### config.mk
export PLATFORM = sky130hd
export DESIGN_NAME = utts_core
export DESIGN_NICKNAME = d
export VERILOG_FILES = /design/src/utts_pkg.sv /design/src/utts_core.sv
export SDC_FILE = /design/constraint.sdc
export NUM_CORES = 1
export LEC_CHECK = 0
export BUFFER_PORTS_ARGS = -buffer_cell sky130_fd_sc_hd__buf_4
export CORE_MARGIN = 2
export CORE_UTILIZATION = 53
export DETAILED_ROUTE_END_ITERATION = 12
export GPL_ROUTABILITY_DRIVEN = 0
export GPL_TIMING_DRIVEN = 0
export PLACE_DENSITY = 0.75
export SETUP_SLACK_MARGIN = 0.15
export SLEW_MARGIN = 20
export SYNTH_ARGS = -nofsm -noshare
export SYNTH_HDL_FRONTEND = slang
export SYNTH_SLANG_ARGS = --single-unit
### constraint.sdc
create_clock -name pclk -period 2.3 [get_ports pclk]
set_clock_uncertainty 0.1 [all_clocks]
set_input_delay 0.69 -clock pclk [delete_from_list [all_inputs] [get_ports pclk]]
set_output_delay 0.69 -clock pclk [all_outputs]
set_load 0.02 [all_outputs]
### src/utts_pkg.sv
// Shared constants and types of the underreach transfer trip logic.
// Assumes a single 100 MHz clock and an APB master on the register side.
package utts_pkg;

  //////////////////////////////////////////////////////////////////////////////
  // Clock and timing.
  localparam int          CLK_MHZ              = 100;
  localparam int          DIG_TIMEOUT_US       = 10;
  localparam logic [15:0] DIG_TIMEOUT_CYC      = 16'(DIG_TIMEOUT_US * CLK_MHZ);
  localparam int          PROLONG_W            = 32;
  localparam longint      PROLONG_RST_MS       = 50;
  localparam longint      PROLONG_RST_CYC      = PROLONG_RST_MS * 1000 * CLK_MHZ;

  //////////////////////////////////////////////////////////////////////////////
  // Register map, byte addresses.
  localparam int          ADDR_W               = 8;
  localparam logic [7:0]  ADDR_SWCMD           = 8'h00;
  localparam logic [7:0]  ADDR_CFG             = 8'h04;
  localparam logic [7:0]  ADDR_PROLONG         = 8'h08;
  localparam logic [7:0]  ADDR_STATUS          = 8'h0c;

  // Switch command bits, write one to request.
  localparam int          SW_SET_ON_BIT        = 0;
  localparam int          SW_SET_OFF_BIT       = 1;
  localparam int          SW_SYS_ON_BIT        = 2;
  localparam int          SW_SYS_OFF_BIT       = 3;

  //////////////////////////////////////////////////////////////////////////////
  // Switching sources; the code of source i is i + 1.
  typedef enum logic [1:0] {
    SRC_NONE    = 2'b00,
    SRC_SETTING = 2'b01,
    SRC_SYSIF   = 2'b10,
    SRC_BINARY  = 2'b11
  } utts_src_t;

  // Configuration word, bit 0 upward: mode, line_terminal_setting,
  // digital_interface_signalling, reserved, relay_count_setting, segregation,
  // underreach_direction_setting, overreach_direction_setting, block on disturbance.
  typedef struct packed {
    logic       block_en;
    logic       oz_fwd;
    logic       uz_fwd;
    logic       seg;
    logic [1:0] relay_count;
    logic       rsvd;
    logic       digital;
    logic       three_term;
    logic       mode_oz;
  } utts_cfg_t;

  localparam utts_cfg_t   CFG_RST              = 10'h3a0;

  // Switched state kept in retained storage outside the block.
  typedef struct packed {
    utts_src_t  last_off;
    logic [2:0] src_on;
  } utts_nv_t;

  localparam utts_nv_t    NV_RST               = 5'h07;

  typedef struct packed {
    utts_cfg_t                  cfg;
    logic [PROLONG_W-1:0]       prolong;
    utts_nv_t                   nv;
    logic                       bin_q;
    logic                       restored;
    logic [2:0][PROLONG_W-1:0]  cnt;
    logic [15:0]                dig_cnt;
    logic                       disturbed;
    logic                       active;
    logic [2:0]                 tx_a;
    logic [2:0]                 tx_b;
    logic [2:0]                 trip;
    logic                       oz_enable;
    logic [31:0]                prdata;
    logic                       pready;
    logic                       pslverr;
  } utts_state_t;

endpackage

### src/utts_core.sv
// Teleprotection send and receive logic for permissive underreach schemes.
// Assumes inputs synchronous to pclk and a retained store for the switch state.
//
// How it works
// Active only when all three sources on.
// Switch on only from last off source.
// Switch state mirrored to retained storage.
// Pickup mode: send on underreach zone fault.
// Pickup mode: receive trips only when picked up.
// Send held for prolongation time afterwards.
// Pickup mode ignores the overreach zone.
// Send, and overreach mode trip, only for forward faults.
// Two-terminal segregation gives per-phase circuits.
// Three-terminal: send both ends, OR receives.
// Conventional: line setting picks remote count.
// Overreach mode: trip needs overreach forward fault.
// Digital: relay count 3 means two remotes.
// Digital interface always phase segregated.
// Conventional three-terminal never phase segregated.
// Disturbance may block the supplement only.
// Disturbance from input, or detected when digital.
// Disturbed link: reclose release enables overreach.
// Far end provides a channel per direction.
// Prolongation is a reloaded clock down-counter.
// Inputs sampled each cycle, outputs registered.
//
// Chosen here: register access over APB and the placing of the registers.
module utts_core
  import utts_pkg::*;
#(
  parameter longint PROLONG_DEFAULT_CYC = PROLONG_RST_CYC
) (
  input  logic              pclk,
  input  logic              presetn,
  input  logic              psel,
  input  logic              penable,
  input  logic              pwrite,
  input  logic [ADDR_W-1:0] paddr,
  input  logic [31:0]       pwdata,
  output logic [31:0]       prdata,
  output logic              pready,
  output logic              pslverr,
  input  logic              bin_switch,
  input  logic              nv_valid,
  input  utts_nv_t          nv_in,
  output utts_nv_t          nv_out,
  input  logic [2:0]        underreach_zone,
  input  logic [2:0]        overreach_zone,
  input  logic [2:0]        pickup,
  input  logic              fault_forward,
  input  logic [2:0]        rx_a,
  input  logic [2:0]        rx_b,
  input  logic              chan_fail,
  input  logic              dig_frame_ok,
  input  logic              reclose_zone_release_input,
  output logic [2:0]        tx_a,
  output logic [2:0]        tx_b,
  output logic [2:0]        trip,
  output logic              overreach_zone_enable,
  output logic              chan_disturbed,
  output logic              teleprot_active
);

  //////////////////////////////////////////////////////////////////////////////
  // Elaboration check and reset value.
  if (PROLONG_DEFAULT_CYC < 0 || PROLONG_DEFAULT_CYC >= (64'd1 << PROLONG_W)) begin : g_chk
    $error("PROLONG_DEFAULT_CYC does not fit the prolongation counter.");
  end

  localparam utts_state_t STATE_RST = '{
    cfg:       CFG_RST,
    prolong:   PROLONG_W'(PROLONG_DEFAULT_CYC),
    nv:        NV_RST,
    bin_q:     1'b1,
    default:   '0
  };

  utts_state_t s_r;
  utts_state_t s_nxt;

  //////////////////////////////////////////////////////////////////////////////
  // Next state.
  always_comb begin
    logic                 setup;
    logic                 access;
    logic                 mapped;
    logic [2:0]           on_req;
    logic [2:0]           off_req;
    logic                 two_remote;
    logic                 segregated;
    logic                 blocked;
    logic [2:0]           send;
    logic [2:0]           tx;
    logic [2:0]           rx;
    logic [2:0]           permit;
    utts_src_t            code;
    setup      = 1'b0;
    access     = 1'b0;
    mapped     = 1'b0;
    on_req     = '0;
    off_req    = '0;
    two_remote = 1'b0;
    segregated = 1'b0;
    blocked    = 1'b0;
    send       = '0;
    tx         = '0;
    rx         = '0;
    permit     = '0;
    code       = SRC_NONE;
    s_nxt         = s_r;
    s_nxt.pready  = 1'b0;
    s_nxt.pslverr = 1'b0;

    // Bus slave: no wait states, answer in the first access cycle.
    setup  = psel && !penable && !s_r.pready;
    access = psel && penable && s_r.pready;
    mapped = (paddr == ADDR_SWCMD) || (paddr == ADDR_CFG) ||
             (paddr == ADDR_PROLONG) || (paddr == ADDR_STATUS);
    if (setup) begin
      s_nxt.pready  = 1'b1;
      s_nxt.pslverr = !mapped;
      s_nxt.prdata  = '0;
      if (!pwrite) begin
        unique case (paddr)
          ADDR_CFG:     s_nxt.prdata = {22'h0, s_r.cfg};
          ADDR_PROLONG: s_nxt.prdata = s_r.prolong;
          ADDR_STATUS:  s_nxt.prdata = {15'h0, s_r.trip, s_r.tx_b, s_r.tx_a, s_r.oz_enable,
                                        s_r.disturbed, s_r.nv.last_off, s_r.nv.src_on,
                                        s_r.active};
          default:      s_nxt.prdata = '0;
        endcase
      end
    end
    if (access && pwrite) begin
      unique case (paddr)
        ADDR_SWCMD: begin
          on_req[0]  = pwdata[SW_SET_ON_BIT];
          off_req[0] = pwdata[SW_SET_OFF_BIT];
          on_req[1]  = pwdata[SW_SYS_ON_BIT];
          off_req[1] = pwdata[SW_SYS_OFF_BIT];
        end
        ADDR_CFG: begin
          s_nxt.cfg      = utts_cfg_t'(pwdata[9:0]);
          s_nxt.cfg.rsvd = 1'b0;
        end
        ADDR_PROLONG: s_nxt.prolong = pwdata;
        default: ;
      endcase
    end

    // On/off switching from setting, system interface and binary input.
    if (!s_r.restored) begin
      s_nxt.restored = 1'b1;
      s_nxt.bin_q    = bin_switch;
      if (nv_valid) begin
        s_nxt.nv = nv_in;
      end
    end else begin
      s_nxt.bin_q = bin_switch;
      on_req[2]   = bin_switch && !s_r.bin_q;
      off_req[2]  = !bin_switch && s_r.bin_q;
      for (int i = 0; i < 3; i++) begin
        code = utts_src_t'(2'(i + 1));
        if (off_req[i]) begin
          s_nxt.nv.src_on[i] = 1'b0;
          s_nxt.nv.last_off  = code;
        end else if (on_req[i] && s_r.nv.last_off == code) begin
          s_nxt.nv.src_on[i] = 1'b1;
        end
      end
    end
    s_nxt.active = &s_r.nv.src_on;

    // Channel supervision.
    if (dig_frame_ok) begin
      s_nxt.dig_cnt = '0;
    end else if (s_r.dig_cnt != DIG_TIMEOUT_CYC) begin
      s_nxt.dig_cnt = s_r.dig_cnt + 16'h0001;
    end
    s_nxt.disturbed = s_r.cfg.digital ? (s_r.dig_cnt == DIG_TIMEOUT_CYC) : chan_fail;
    blocked = s_r.disturbed && s_r.cfg.block_en;
    s_nxt.oz_enable = s_r.disturbed && reclose_zone_release_input;

    // Line configuration.
    two_remote = s_r.cfg.digital ? (s_r.cfg.relay_count == 2'd3)
                                 : s_r.cfg.three_term;
    segregated = s_r.cfg.digital || (s_r.cfg.seg && !s_r.cfg.three_term);

    // Send with prolongation, per phase.
    for (int p = 0; p < 3; p++) begin
      send[p] = underreach_zone[p] && fault_forward && s_r.cfg.uz_fwd &&
                s_r.active && !blocked;
      if (send[p]) begin
        s_nxt.cnt[p] = s_r.prolong;
      end else if (s_r.cnt[p] != '0) begin
        s_nxt.cnt[p] = s_r.cnt[p] - PROLONG_W'(1);
      end
      // A running stretch must not outlive a block or a switch-off.
      send[p] = (send[p] || (s_r.cnt[p] != '0)) && s_r.active && !blocked;
    end
    tx = segregated ? send : {3{|send}};
    s_nxt.tx_a = tx;
    s_nxt.tx_b = two_remote ? tx : 3'h0;

    // Receive and trip.
    rx = two_remote ? (rx_a | rx_b) : rx_a;
    rx = segregated ? rx : {3{|rx}};
    if (s_r.cfg.mode_oz) begin
      permit = overreach_zone & {3{fault_forward && s_r.cfg.oz_fwd}};
    end else begin
      permit = pickup;
    end
    permit = segregated ? permit : {3{|permit}};
    s_nxt.trip = rx & permit & {3{s_r.active && !blocked}};
  end

  //////////////////////////////////////////////////////////////////////////////
  // State register. The retained copy is restored after reset by a clocked
  // load, because an asynchronous reset may only load constants.
  always_ff @(posedge pclk or negedge presetn) begin
    if (!presetn) begin
      s_r <= STATE_RST;
    end else begin
      s_r <= s_nxt;
    end
  end

  assign prdata                = s_r.prdata;
  assign pready                = s_r.pready;
  assign pslverr               = s_r.pslverr;
  assign nv_out                = s_r.nv;
  assign tx_a                  = s_r.tx_a;
  assign tx_b                  = s_r.tx_b;
  assign trip                  = s_r.trip;
  assign overreach_zone_enable = s_r.oz_enable;
  assign chan_disturbed        = s_r.disturbed;
  assign teleprot_active       = s_r.active;

endmodule

==> results_dict.tcl <==
set metrics [dict create \
    critPathArrivalTime_ns 3.00 \
    avgSynthCellArea_um2 9.73 \
    stdcell_count 1636 \
    ys_types 66 \
    r2r_end "s_r[91]" \
    grt.overflow.total 0 \
    num_vias 10423 \
    dpl.hpwl_um 22000 \
    ys_seq_area_share_pct 47.4 \
    final_common_cell "buf_4" \
    antenna_found_initial 0 \
    synthToLayoutAreaGrowth_pct 40.1 \
    port_buffers 119 \
    dp_slack_ns -0.439 \
    ios 122 \
    netlist_instances 1122 \
    netlist_area_um2 10900 \
    p_per_area_nw_per_um2 600 \
    grt_max_degree 97 \
    clock_path_buffers 3 \
    fmax_ghz 0.375 \
    dieArea_um2 21800 \
    rsz0062_at_grt "yes" \
    final_core_util_pct 75.6 \
    start_kind "flop" \
    r2r_start "s_r[80]" \
    routedWlPerCell_um 22.9 \
    reg2regPathDepth 5 \
    slew_headroom_pct 41.3 \
    hold_path_class "in2reg" \
    hold_path_startpoint "bin_switch" \
    cp_slowest_cell "or4_1" \
    holdPathEnd "s_r[159]" \
    ir_worst_vdd_v 0.000434 \
    worst-path-buf-inv 0 \
    antenna_cells 0 \
    drt_wl_total_um 37400 \
    clk_pin_slew_ns 0.06 \
    finalPower_mw 9.18 \
    hold_depth 1 \
    synth_edf_count 0 \
    cp_num_cells 5 \
    critPathTopFamily "simple AND/OR/NAND/NOR gates" \
    grt_pass1_wl_um 52300 \
    synth-async-reset-ratio_pct 100 \
    final_layout_size_suffix_gt1_share_pct 41.1 \
    start_util_pct 54.0 \
    timing.setup.tns_ns -2.31 \
    die_w_um 148 \
    clock_latency_ns 0.53 \
    crit_required_ns 2.64 \
    cts-root-buf "clkbuf_16" \
    die_y_um 148 \
    final-setup-viol-count 23 \
    synth-seq-cells 206 \
    finalCritPeriodShare_pct 116 \
    cp_cell_sequence "nor4_1, nand2_2, or4_1, or3_1, a31oi_1" \
    yosys_warnings 0 \
    min_period_ns 2.66 \
    max_stage_delay_ns 0.62 \
    synth.net_count 1201 \
    dp.cells 1513 \
    power.leakage_nw 6.66 \
    routed_via_density 6.37 \
    ant_nets 0 \
    status "complete, but fails checks" \
    violations "setup timing" \
    coreArea_um2 20200 \
    rows 52 \
    cap_violations 0 \
    route.detailed.drc 0 \
    ys.flop_type "dfrtp_1" \
    path_class "reg2reg" \
    final_nets 1427 \
    numCtsBuffers 24 \
    finalMaxSlewViolations 0 \
    tightest_slew_ns 0.880 \
    grt_pass1_vias 9612 \
    grt_usage_pct 30.4 \
    cts_sinks 206 \
    tritoncts "done" \
    drt-initial-drc-count 1223 \
    setup_ws_ns -0.364 \
    final_cell_mix "buf_4, dfrtp_1, nand2_1, nor2_1, mux2_2" \
    h-tree-depth 1 \
    worstPathMaxFanout 8 \
    hold_viol_final 0 \
    critPathCaptureType "flop" \
    r2r_setup_slack_ns -0.36 \
    dr.pass1.iters 6 \
]
## metrics by stage
| stage | hold WS [ns] | cell area, um2 |
|---|---|---|
| after detailed placement | 0.375 | 12500 |
| final | 0.199 | 15300 |
| after CTS | 0.194 | 14100 |
| after global placement | 0.366 | 12400 |
| after floorplan | 0.294 | 11200 |
| after global routing | 0.189 | 15300 |
## cells by family after synthesis
| group | after synthesis | share of synthesized area (%) |
|---|---|---|
| compound gates | 235 | 13.9 |
| xor+xnor | 60 | 4.81 |
| fa+ha+maj | 8 | 0.917 |
| buf+inv | 127 | 6.04 |
| flops | 206 | 47.4 |
| mux | 68 | 6.82 |
| other cells | 1 | 0.0343 |
| simple gates | 417 | 20.1 |
## worst reg2reg max path: stages, from the launching register on
cell and delay, ns:
dfrtp_1 0.42, nor4_1 0.55, nand2_2 0.37, or4_1 0.62, or3_1 0.32, a31oi_1 0.19
## flip-flops by register name (all words and copies together), names as in the netlist
register,count
chan_disturbed,1
overreach_zone_enable,1
nv_out,5
tx_b,3
s_r,155
prdata,32
trip,3
teleprot_active,1
pready,1
pslverr,1
tx_a,3
## what timing repair did
action                                  CTS  global route
endpoints found under the hold margin    39             0
hold buffers                              1             0
cloned                                    1             7
resized for setup                       118           225
setup buffers                            34            36
pin swaps                                34            75
endpoints found under the setup margin  116           149
## synthesized netlist by cell type, types with 3 or more instances
| library cell | number | area, um2 |
|---|---|---|
| nor2_1 | 91 | 342 |
| buf_2 | 8 | 40.0 |
| a41oi_1 | 3 | 26.3 |
| and4_1 | 6 | 52.6 |
| and3_1 | 13 | 81.3 |
| a22o_1 | 33 | 289 |
| o21ai_0 | 66 | 330 |
| o31ai_1 | 18 | 135 |
| nand2_1 | 91 | 342 |
| nor3_1 | 38 | 190 |
| nand4b_1 | 3 | 26.3 |
| nor4b_1 | 3 | 26.3 |
| mux2i_1 | 17 | 170 |
| and4b_1 | 3 | 30.0 |
| nor2b_1 | 11 | 68.8 |
| xor2_1 | 21 | 184 |
| o21bai_1 | 3 | 22.5 |
| or4_1 | 17 | 128 |
| mux2_2 | 51 | 574 |
| o22ai_1 | 3 | 18.8 |
| a211oi_1 | 10 | 75.1 |
| nand3_1 | 29 | 145 |
| buf_4 | 46 | 345 |
| or3_1 | 20 | 125 |
| clkbuf_1 | 46 | 173 |
| nand2b_1 | 10 | 62.6 |
| and2_1 | 7 | 43.8 |
| xnor2_1 | 39 | 342 |
| ha_1 | 8 | 100 |
| buf_1 | 6 | 22.5 |
| a21o_1 | 4 | 30.0 |
| or2_2 | 5 | 31.3 |
| inv_1 | 21 | 78.8 |
| dfrtp_1 | 190 | 4750 |
| dfstp_2 | 16 | 420 |
| a21oi_1 | 50 | 250 |
| nor4_1 | 31 | 194 |
| a31oi_1 | 16 | 100 |
| o21ai_1 | 5 | 25.0 |
| nand4_1 | 21 | 131 |
| a311oi_1 | 8 | 70.1 |
## area by class of cell
class	count	area (um2)
plain buffers	106	852
clock buffers	35	693
clock inverters	9	150
fillers	1293	4930
inverters	21	81.3
multi-input cells	789	6230
flip-flops and latches	206	5180
well taps	270	338
repair buffers	200	1780
## where the power goes
part	switching, mW	total [mW]	internal, mW
registers	0.262	4.05	3.79
logic	0.514	1.03	0.520
clock network	1.57	4.10	2.54
total	2.34	9.18	6.84
## per-layer routing
metal / share of wire [%] / track usage (%)
met4: 5.9 / 12.1
met3: 9.8 / 6.94
met5: 0 / 0
met2: 45 / 47.6
met1: 39 / 41.4
## worst max-delay path by stage
stage	start	to	slack, ns
after floorplan	s_r[88]	s_r[92]	-0.07
after global placement	presetn	s_r[181]	-1.06
after detailed placement	fault_forward	s_r[95]	-0.44
after CTS	s_r[87]	s_r[92]	-0.16
after global routing	s_r[80]	s_r[91]	-0.35
final	s_r[80]	s_r[91]	-0.36
(Power assumes the default switching activity.)
